`src/rtl/scsi_stat_defines.svh`:
```
/*
 Register offsets, field positions and reset values of the SCSI status
 and interrupt reporting block.
 Assumes byte offsets on the host register port, one register a word.
*/
`ifndef SCSI_STAT_DEFINES_SVH
`define SCSI_STAT_DEFINES_SVH

// ****************************************************************
// Register offsets
// ****************************************************************
`define OFS_COMMAND 8'h0C
`define OFS_CTRL_STATUS 8'h10
`define OFS_INT_CAUSE 8'h14
`define OFS_INT_MASK 8'h40

// ****************************************************************
// Controller status fields
// ****************************************************************
`define ST_PEND_BIT 7
`define ST_GROSS_BIT 6
`define ST_PARITY_BIT 5
`define ST_TC_BIT 4
`define ST_VGC_BIT 3
`define ST_PHASE_MSB 2
`define ST_PHASE_LSB 0

// ****************************************************************
// Interrupt cause fields
// ****************************************************************
`define IC_BUS_RESET_BIT 7
`define IC_ILLEGAL_BIT 6
`define IC_DISCONNECT_BIT 5
`define IC_SERVICE_BIT 4
`define IC_FUNC_DONE_BIT 3
`define IC_RESELECT_BIT 2
`define IC_SEL_ATN_BIT 1
`define IC_SELECTED_BIT 0

// ****************************************************************
// Command fields and reset values
// ****************************************************************
`define CMD_DMA_BIT 7
`define CMD_DEPTH 2
`define RST_INT_MASK 8'hFF
`define RST_BYTE 8'h00

`endif

```
`src/rtl/scsi_stat_pkg.sv`:
```
/*
 Types shared by the SCSI status and interrupt reporting block.
 Assumes the constants header is compiled alongside.
*/
package scsi_stat_pkg;
   typedef logic [7:0] byte_t;

   typedef enum logic [2:0] {
      PH_DATA_OUT = 3'b000,
      PH_DATA_IN = 3'b001,
      PH_COMMAND = 3'b010,
      PH_STATUS = 3'b011,
      PH_RSVD4 = 3'b100,
      PH_RSVD5 = 3'b101,
      PH_MSG_OUT = 3'b110,
      PH_MSG_IN = 3'b111
   } scsi_phase_t;
endpackage : scsi_stat_pkg

```
`src/rtl/irq_bank_if.sv`:
```
/*
 Carrier between the register front end and the interrupt cause bank.
 Assumes both ends run on core_clk.
*/
`timescale 1ns/10ps
interface irq_bank_if;
   import scsi_stat_pkg::*;
   byte_t set_evt;
   logic read_clr;
   logic mask_wr;
   byte_t mask_wdata;
   byte_t cause;
   byte_t mask;
   logic pending;
   logic irq;

   modport front (
      output set_evt, read_clr, mask_wr, mask_wdata,
      input cause, mask, pending, irq
   );
   modport bank (
      input set_evt, read_clr, mask_wr, mask_wdata,
      output cause, mask, pending, irq
   );
endinterface : irq_bank_if

```
`src/rtl/irq_cause_bank.sv`:
```
/*
 Sticky interrupt cause bits, cleared by a read, with a mask and one
 level interrupt output.
 Assumes read_clr is a one-cycle pulse from the register front end.
*/
`timescale 1ns/10ps
`include "scsi_stat_defines.svh"
module irq_cause_bank (
   input wire logic core_clk,
   input wire logic rst_n,
   irq_bank_if.bank bnk
);
   import scsi_stat_pkg::*;

   byte_t cause_q;
   byte_t cause_d;
   byte_t mask_q;
   byte_t mask_d;

   // ****************************************************************
   // Next state
   // ****************************************************************
   always_comb begin
      // An event in the clearing cycle survives the clear
      cause_d = bnk.read_clr ? bnk.set_evt : (cause_q | bnk.set_evt);
      mask_d = bnk.mask_wr ? bnk.mask_wdata : mask_q;
   end

   always_ff @(posedge core_clk) begin
      if (!rst_n) begin
         cause_q <= `RST_BYTE;
         mask_q <= `RST_INT_MASK;
      end else begin
         cause_q <= cause_d;
         mask_q <= mask_d;
      end
   end

   assign bnk.cause = cause_q;
   assign bnk.mask = mask_q;
   assign bnk.pending = |cause_q;
   assign bnk.irq = |(cause_q & mask_q);
endmodule : irq_cause_bank

```
`src/rtl/scsi_status_irq_reporting.sv`:
```
/*
 Status and interrupt-cause reporting of a SCSI bus controller:
 controller status, read-to-clear interrupt cause, interrupt mask,
 a two-deep command register with illegal-command detection.
 Assumes event inputs are one-cycle pulses on core_clk and the bus
 phase lines come from pins.
*/
// Chosen here: the placing of the registers and strobed register access.
`timescale 1ns/10ps
`include "scsi_stat_defines.svh"
module scsi_status_irq_reporting (
   input wire logic core_clk,
   input wire logic rst_n,
   input wire logic [7:0] reg_addr,
   input wire scsi_stat_pkg::byte_t reg_wdata,
   input wire logic reg_wr,
   input wire logic reg_rd,
   output scsi_stat_pkg::byte_t reg_rdata,
   input wire logic fifo_top_overwrite,
   input wire logic dma_dir_conflict,
   input wire logic init_sync_phase_change,
   input wire logic parity_err_evt,
   input wire logic term_count_evt,
   input wire logic group_code_valid,
   input wire logic [2:0] bus_phase_pins,
   input wire logic bus_reset_evt,
   input wire logic disconnect_evt,
   input wire logic bus_service_evt,
   input wire logic func_complete_evt,
   input wire logic reselected_evt,
   input wire logic selected_atn_evt,
   input wire logic selected_evt,
   output scsi_stat_pkg::byte_t cmd_head,
   output logic cmd_avail,
   input wire logic cmd_taken,
   output logic irq
);
   import scsi_stat_pkg::*;

   // ****************************************************************
   // Command legality
   // ****************************************************************
   // Bit 7 is the DMA enable and plays no part in legality
   function automatic logic cmd_is_legal(input logic [6:0] code);
      logic ok;
      ok = 1'b0;
      case (code)
         // Immediate group
         7'h00: ok = 1'b1;
         7'h01: ok = 1'b1;
         7'h02: ok = 1'b1;
         7'h03: ok = 1'b1;
         // Initiator group
         7'h10: ok = 1'b1;
         7'h11: ok = 1'b1;
         7'h12: ok = 1'b1;
         7'h18: ok = 1'b1;
         7'h1A: ok = 1'b1;
         7'h1B: ok = 1'b1;
         // Target group
         7'h20: ok = 1'b1;
         7'h21: ok = 1'b1;
         7'h22: ok = 1'b1;
         7'h23: ok = 1'b1;
         7'h24: ok = 1'b1;
         7'h25: ok = 1'b1;
         7'h27: ok = 1'b1;
         7'h28: ok = 1'b1;
         7'h29: ok = 1'b1;
         7'h2A: ok = 1'b1;
         7'h2B: ok = 1'b1;
         7'h2C: ok = 1'b1;
         // Disconnected group
         7'h40: ok = 1'b1;
         7'h41: ok = 1'b1;
         7'h42: ok = 1'b1;
         7'h43: ok = 1'b1;
         7'h44: ok = 1'b1;
         7'h45: ok = 1'b1;
         7'h46: ok = 1'b1;
         7'h47: ok = 1'b1;
         default: begin
            ok = 1'b0;
         end
      endcase
      return ok;
   endfunction : cmd_is_legal

   function automatic logic addr_hit(input logic [7:0] a,
      input logic [7:0] ofs);
      return a == ofs;
   endfunction : addr_hit

   // ****************************************************************
   // Declarations
   // ****************************************************************
   irq_bank_if bank_if ();

   logic [2:0] phase_m_q;
   logic [2:0] phase_s_q;
   logic [2:0] phase_s_d;
   logic gross_q;
   logic gross_d;
   logic parity_q;
   logic parity_d;
   logic tc_q;
   logic tc_d;
   logic vgc_q;
   logic vgc_d;
   byte_t cmd_mem_q [`CMD_DEPTH];
   byte_t cmd_mem_d [`CMD_DEPTH];
   logic [1:0] cmd_cnt_q;
   logic [1:0] cmd_cnt_d;
   byte_t rdata_q;
   byte_t rdata_d;
   byte_t status_word;
   logic cmd_wr;
   logic cmd_full;
   logic cmd_overwrite;
   logic cmd_illegal;
   logic cause_rd;

   // ****************************************************************
   // Register port decode
   // ****************************************************************
   // Unmapped offsets read as zero; writes to read-only ones are dropped
   // A pop in the same cycle makes room, so no overwrite is flagged
   always_comb begin
      cmd_wr = reg_wr && addr_hit(reg_addr, `OFS_COMMAND);
      cause_rd = reg_rd && addr_hit(reg_addr, `OFS_INT_CAUSE);
      cmd_full = (cmd_cnt_q == 2'(`CMD_DEPTH)) && !cmd_taken;
      cmd_overwrite = cmd_wr && cmd_full;
      cmd_illegal = cmd_wr && !cmd_is_legal(reg_wdata[6:0]);
   end

   // ****************************************************************
   // Bus phase synchroniser
   // ****************************************************************
   // Phase pins are asynchronous: only the second stage is read
   // Reserved codes pass through unchanged
   always_comb begin
      phase_s_d = phase_m_q;
   end

   always_ff @(posedge core_clk) begin
      if (!rst_n) begin
         phase_m_q <= 3'h0;
         phase_s_q <= 3'h0;
      end else begin
         phase_m_q <= bus_phase_pins;
         phase_s_q <= phase_s_d;
      end
   end

   // ****************************************************************
   // Error and count flags
   // ****************************************************************
   // Gross, parity and count flags clear with the cause read; a new event in that cycle wins
   always_comb begin
      gross_d = (gross_q && !cause_rd)
         || fifo_top_overwrite || cmd_overwrite
         || dma_dir_conflict || init_sync_phase_change;
      parity_d = (parity_q && !cause_rd) || parity_err_evt;
      tc_d = (tc_q && !cause_rd) || term_count_evt;
      // Group code flag mirrors its input, one cycle late
      vgc_d = group_code_valid;
   end

   always_ff @(posedge core_clk) begin
      if (!rst_n) begin
         gross_q <= 1'b0;
         parity_q <= 1'b0;
         tc_q <= 1'b0;
         vgc_q <= 1'b0;
      end else begin
         gross_q <= gross_d;
         parity_q <= parity_d;
         tc_q <= tc_d;
         vgc_q <= vgc_d;
      end
   end

   // ****************************************************************
   // Two-deep command register
   // ****************************************************************
   // A write to a full pair replaces the newest entry and flags an error
   always_comb begin
      cmd_mem_d = cmd_mem_q;
      cmd_cnt_d = cmd_cnt_q;
      if (cmd_taken && cmd_cnt_q != 2'h0) begin
         cmd_mem_d[0] = cmd_mem_q[1];
         cmd_cnt_d = cmd_cnt_q - 2'h1;
      end
      if (cmd_wr) begin
         if (cmd_cnt_d == 2'(`CMD_DEPTH)) begin
            cmd_mem_d[`CMD_DEPTH - 1] = reg_wdata;
         end else begin
            cmd_mem_d[cmd_cnt_d[0]] = reg_wdata;
            cmd_cnt_d = cmd_cnt_d + 2'h1;
         end
      end
   end

   always_ff @(posedge core_clk) begin
      if (!rst_n) begin
         cmd_mem_q[0] <= `RST_BYTE;
         cmd_mem_q[1] <= `RST_BYTE;
         cmd_cnt_q <= 2'h0;
      end else begin
         cmd_mem_q <= cmd_mem_d;
         cmd_cnt_q <= cmd_cnt_d;
      end
   end

   // Oldest entry is always kept in slot 0
   assign cmd_head = cmd_mem_q[0];
   assign cmd_avail = (cmd_cnt_q != 2'h0);

   // ****************************************************************
   // Interrupt cause bank
   // ****************************************************************
   always_comb begin
      bank_if.set_evt = `RST_BYTE;
      bank_if.set_evt[`IC_BUS_RESET_BIT] = bus_reset_evt;
      bank_if.set_evt[`IC_ILLEGAL_BIT] = cmd_illegal;
      bank_if.set_evt[`IC_DISCONNECT_BIT] = disconnect_evt;
      bank_if.set_evt[`IC_SERVICE_BIT] = bus_service_evt;
      bank_if.set_evt[`IC_FUNC_DONE_BIT] = func_complete_evt;
      bank_if.set_evt[`IC_RESELECT_BIT] = reselected_evt;
      bank_if.set_evt[`IC_SEL_ATN_BIT] = selected_atn_evt;
      bank_if.set_evt[`IC_SELECTED_BIT] = selected_evt;
      bank_if.read_clr = cause_rd;
      bank_if.mask_wr = reg_wr && addr_hit(reg_addr, `OFS_INT_MASK);
      bank_if.mask_wdata = reg_wdata;
   end

   irq_cause_bank u_bank (
      .core_clk(core_clk),
      .rst_n(rst_n),
      .bnk(bank_if.bank)
   );

   assign irq = bank_if.irq;

   // ****************************************************************
   // Read data
   // ****************************************************************
   always_comb begin
      status_word = `RST_BYTE;
      status_word[`ST_PEND_BIT] = bank_if.pending;
      status_word[`ST_GROSS_BIT] = gross_q;
      status_word[`ST_PARITY_BIT] = parity_q;
      status_word[`ST_TC_BIT] = tc_q;
      status_word[`ST_VGC_BIT] = vgc_q;
      status_word[`ST_PHASE_MSB:`ST_PHASE_LSB] = phase_s_q;
   end

   // Cause value is captured before the read clears it
   // Read data stand for one cycle only and are zero otherwise
   always_comb begin
      rdata_d = `RST_BYTE;
      if (reg_rd) begin
         case (reg_addr)
            `OFS_CTRL_STATUS: begin
               rdata_d = status_word;
            end
            `OFS_INT_CAUSE: begin
               rdata_d = bank_if.cause;
            end
            `OFS_INT_MASK: begin
               rdata_d = bank_if.mask;
            end
            `OFS_COMMAND: begin
               rdata_d = cmd_mem_q[0];
            end
            default: begin
               rdata_d = `RST_BYTE;
            end
         endcase
      end
   end

   always_ff @(posedge core_clk) begin
      if (!rst_n) begin
         rdata_q <= `RST_BYTE;
      end else begin
         rdata_q <= rdata_d;
      end
   end

   assign reg_rdata = rdata_q;
endmodule : scsi_status_irq_reporting

```
`config.mk`:
```
export PLATFORM = sky130hd
export DESIGN_NAME = scsi_status_irq_reporting
export DESIGN_NICKNAME = d
export VERILOG_FILES = /design/src/rtl/scsi_stat_pkg.sv /design/src/rtl/irq_bank_if.sv /design/src/rtl/irq_cause_bank.sv /design/src/rtl/scsi_status_irq_reporting.sv
export VERILOG_INCLUDE_DIRS = /design/src /design/src/rtl
export SDC_FILE = /design/constraint.sdc
export NUM_CORES = 1
export LEC_CHECK = 0
export BUFFER_PORTS_ARGS = -buffer_cell sky130_fd_sc_hd__buf_2
export CORE_MARGIN = 1.5
export CORE_UTILIZATION = 54
export CTS_CLUSTER_DIAMETER = 60
export DETAILED_ROUTE_END_ITERATION = 6
export PLACE_DENSITY = 0.79
export SYNTH_ARGS = -nofsm -noshare
export SYNTH_HDL_FRONTEND = slang
export SYNTH_SLANG_ARGS = --single-unit
```
`constraint.sdc`:
```
create_clock -name core_clk -period 3.2 [get_ports core_clk]
set_clock_uncertainty 0.2 [all_clocks]
set_input_delay 0.48 -clock core_clk [delete_from_list [all_inputs] [get_ports core_clk]]
set_output_delay 0.48 -clock core_clk [all_outputs]
set_load 0.01 [all_outputs]
```
[Yosys cells after proc, flatten, opt, wreduce, memory -nomap -nowiden]
Memory sizes are Yosys's and may differ from the RTL's.
Cells that the tools add are included.
W data, S select, Z words.
Cells by class
  $add $sub $neg: 2
  order comparisons: 2
  equality and inequality tests: 6
  mux-type cells: 12
  bitwise operators: 3
  reduce and logical (&&, ||, !) cells: 24
Operator list (count)
  $mux W8: 5
  $pmux W8 S4: 1
  $bwmux W16: 1
  $eq A8 B5 Y1 const B: 2
  $mux W16: 1
  $reduce_or A8 Y1: 2
  $logic_and A1 B1 Y1: 11
  $and A8 B8 Y8: 1
  $demux W8 S1: 1
  $eq A8 B4 Y1 const B: 1
  $eq A8 B7 Y1 const B: 1
  $or A8 B8 Y8: 1
  $logic_or A1 B1 Y1: 6
  $mux W2: 3
  $eq A2 B2 Y1 const B: 2
  $logic_not A1 Y1: 3
  $add A2 B1 Y2 const B: 1
  $ge A2 B2 Y1 const B: 1
  $lt A2 B1 Y1 const B: 1
  $not A1 Y2: 1
  $reduce_and A2 Y1: 1
  $reduce_bool A2 Y1: 1
  $sub A2 B1 Y2 const B: 1
Word-level totals
  flip-flop bits (word level): 52
  memory bits (read-only): 128
  bits of input ports: 37
  output and inout port bits: 18
  logic and storage cells: 62
  memories kept: 1
Memory list
  (no name shown): depth 128, bits a word 1, read ports 1, clocked after memory_dff 0, wr ports 0, line scsi_status_irq_reporting.sv:47  | case (code)

[Logic depth before layout (Yosys ltp)]
  depth in word-level cells: 11
  depth in mapped cells: 12
  gate-level depth less buffers: 10

[Cells and area by module]
Synthesis repeated with hierarchy kept, for this count alone.
Second synthesis, totals
  cells, all modules: 258
  area total of the unflattened synthesis: 2522.4 um2
Modules (own cells, without submodules)
  scsi_status_irq_reporting: times used 1, cells each 199, area an instance 1899.3 um2, sequential area each 720.7 um2
  irq_cause_bank: times used 1, cells each 59, area an instance 623.1 um2, sequential area each 320.3 um2

[Worst setup path after synthesis]
OpenSTA, ideal clock, no wires.
  path kind: reg2reg
  start point: register cmd_cnt_q[0]
  end point: register cmd_mem_q, in the netlist cmd_head[6]
  setup time: 132 ps
  arrival time: 2216 ps
  required time: 2868 ps
  slack: 652 ps
  stages on the path, launching flop included: 11
  path buffers: 2
  period minus slack after synthesis: 2548 ps
  path through: dfxtp_1 inv_1 ha_1 nand2b_4 xnor2_1 inv_2 ha_1 buf_1 clkbuf_1 nor4_1 nor3_1
On the way
  cells in the longest elaborated chain, start to end: 11
  elaborated cells between the ends (all ways): 15
  those cells by class: add/sub: 1; order compare: 2; eq/ne: 1; mux: 7; bitwise: 1; reduce/logical: 3
RTL lines
  from (decl): line scsi_status_irq_reporting.sv:112  | logic [1:0] cmd_cnt_q;
  from (signal assigned): line scsi_status_irq_reporting.sv:211  | cmd_cnt_q <= cmd_cnt_d;
  parallel branches: the longest is 10 deep, another holds $sub A2 B1 Y2
  $mux W16 *: line scsi_status_irq_reporting.sv:194  | if (cmd_wr) begin
  to (signal assigned): line scsi_status_irq_reporting.sv:210  | cmd_mem_q <= cmd_mem_d;
  to (decl): line scsi_status_irq_reporting.sv:110  | byte_t cmd_mem_q [`CMD_DEPTH];
Mark *: on every way between the ends.
A chain may end at the register's enable or synchronous reset.

[Worst setup path in the final report]
  start point: register cmd_cnt_q[0]
  end point: register cmd_mem_q, in the netlist cmd_head[4]
Same word-level chain as after synthesis.

==> flow_summary.ini <==
[outcome]
status = complete, no violations

[final_layout]
final_layout_size_suffix_gt1_share_pct = 26.3
area.growth.synth_to_final_pct = 12.0
n_fill_cell = 386
fin_nets = 357
final_cell_area_mm2 = 0.00283
insertedDiodeCount = 0
utilization_pct = 64.1

[clock_tree]
clkTransAtPathRegs_ns = 0.09
cts_repair_resize_count = 0
htreeDepth = 2
clkLatencyLatePin_ns = 0.30
clk_path_buf_depth = 2
numCtsBuffers = 5
cts_tree = done
cts.sinks = 52
postCtsHoldBufs = 0
cts-root-buf = clkbuf_8
post-cts-setup-buffers = 0

[setup_path]
worstPathRequired_ns = 3.15
crit_family = adder cells
reg2reg_from = cmd_cnt_q[0]
startpoint_type = flip-flop
crit_slowest_cell = ha_1
cp.depth = 9
cp_data_arrival_time_ns = 2.54
ff2ff_path_depth = 9
endpoint_kind = flip-flop
path_cells = inv_1 -> ha_1 -> nand2b_4 -> xnor2_1 -> inv_2 -> ha_1 -> inv_1 -> a31oi_1 -> nor3_1
max_stage_delay_ns = 0.52
crit_fanout = 17
crit_buf_inv = 3
crit_start = cmd_cnt_q[0]
critPathKind = reg -> reg

[placed_design]
port_buffers = 54
place.gp.congestion = 0.951
postPlaceCellArea_mm2 = 0.00274
dp_hpwl_um = 4280

[logic_synthesis]
syn_inst = 275
netlist_top_cells_area = dfxtp_1, a21oi_1, mux2_2, nand2_1, a22oi_1
ys_seq_area_share_pct = 41.2
ys.flop_type = dfxtp_1
yosysTopAreaCellShare_pct = 41.2
synth_nets = 317
synth_cell_types = 49
syn_avg_cell_area_um2 = 9.18
synthTopCellsByCount = dfxtp_1, a21oi_1, nand2_1
synth_area_leader_cell = dfxtp_1
synth_area_mm2 = 0.00252
ys_warn_count = 0
async_reset_ff_share_pct = 0
synthMostInstantiatedCell = dfxtp_1
synth-seq-cells = 52
synth_edf_count = 0

[min_path]
hold_path_class = in -> reg
min_delay_path_depth = 3
worstHoldStart = selected_atn_evt

[detailed_routing]
wl_met1_um = 2710
ant_nets = 0
wirelength_um = 5730
wl_met3_um = 370
avgRoutedWirePerCell_um = 15.6
vias = 2201
post_drt_via_cell_ratio = 5.98
drtPass1Iterations = 4
drc = 0
top_layer_used = met4
drtIter0Drc = 116
met2WireLength_um = 2570

[die]
start_util_pct = 57.2
std_cell_rows = 24
coreArea_mm2 = 0.00441
io_pins = 55
die_w_um = 71.4
dieArea_mm2 = 0.00509
die_y_um = 71.4

[power_and_ir_drop]
peakVddDrop_mv = 0.291
clkPwrFrac_pct = 29.3
power_frac_comb_pct = 16.2
p_leak_nw = 1.19
sequentialPowerShare_pct = 54.5
switching_power_uw = 344
powerDensity_mw_per_mm2 = 438
internal_power_uw = 895
sw_frac_of_total_pct = 27.8

[global_routing]
grt_pass1_wl_um = 9230
grt_max_degree = 30
grt_pass1_vias = 1907
overflow = 0
grt_usage_pct = 23.1
antenna_found_initial = 0

[job]
maxCapViolCount = 0

[sta]
slew_violations = 0
rsz0062_at_grt = false
fin_crit_sh_pct = 81.1
tightest_slew_ns = 0.941
relSlewSlack_pct = 37.2
whs_ns = 0.173
fin_crit_ns = 2.59
setup_tns_ns = 0
fmax_mhz = 385
setup_viol = 0
final-hold-violation-count = 0
per-layer routing:
metal  GRT usage [%]  vias to the layer above
met5               0                        -
met3            5.06                        8
li1                -                     1087
met4            6.29                        0
met1            32.4                     1028
met2            36.0                       78
logic make-up (layout without fill, tap and decap cells):
kind of cell	count (synthesis)	in the layout	share of synthesized area [%]
XOR/XNOR	1	1	0.347
buffers and inverters	30	71	6.25
flip-flops	52	52	41.2
AO/OA/AOI/OAI	76	76	19.5
adder cells (fa/ha/maj)	5	5	2.48
AND/OR/NAND/NOR	96	96	23.8
multiplexers	15	15	6.40
area by class of cell:
cell class                 count  area (µm²)  area share, %
sequential                    52        1040           36.8
multi-input combinational    193        1330           46.9
tap                           52        65.1           2.30
timing repair buffer          55         278           9.82
clock buffer                   6        72.6           2.57
clock inverter                 2        16.3          0.575
inverter                       8        30.0           1.06
cell usage in the layout, fill, tap and decap left out, drive strengths merged, types with 2 or more instances in the layout:
cell    count
buf        55
mux2i       6
nand2      23
inv         8
o21ai       7
mux2        9
dfxtp      52
o211ai      9
a22o        4
and2       10
a21boi      2
nor4       11
a22oi      11
nor4b       3
clkbuf      6
a21oi      27
nor3       12
ha          5
and3        8
a31oi       9
nor2       13
nand3       5
through the flow:
| stage | std cells | setup slack (ns) | total power [mW] |
|---|---|---|---|
| global route | 368 | 0.432 | 1.30 |
| global placement | 360 | 0.727 | 0.884 |
| detailed placement | 360 | 0.647 | 0.889 |
| floorplan | 275 | 0.652 | 0.817 |
| finish | 368 | 0.606 | 1.24 |
| CTS | 368 | 0.601 | 1.25 |
path summary, 6_finish.rpt:
kind | end | slack (ns)
setup / recovery | cmd_head[4] | 0.61
hold / removal | u_bank.bnk.cause[1] | 0.17
setup reg to reg | cmd_head[4] | 0.61
hold reg to reg | phase_s_q[1] | 0.24
power groups by stage:
stage | Sequential (mW) | Combinational [mW] | Clock (mW)
after global placement | 0.690 | 0.194 | 0
after floorplan | 0.687 | 0.130 | 0
after CTS | 0.675 | 0.200 | 0.376
after global routing | 0.678 | 0.222 | 0.399
after detailed placement | 0.691 | 0.198 | 0
final | 0.675 | 0.201 | 0.364
worst reg2reg max path, delay by kind of cell (launching register included):
family,cells,cell delay (ns)
AOI/OAI and AO/OA,1,0.20
adders and majority gates,2,0.73
xor gates and xnor gates,1,0.17
buffers and inverters,3,0.52
and+or+nand+nor,2,0.28
DFF,1,0.35
Note: power is estimated with default switching activity, not from simulation.
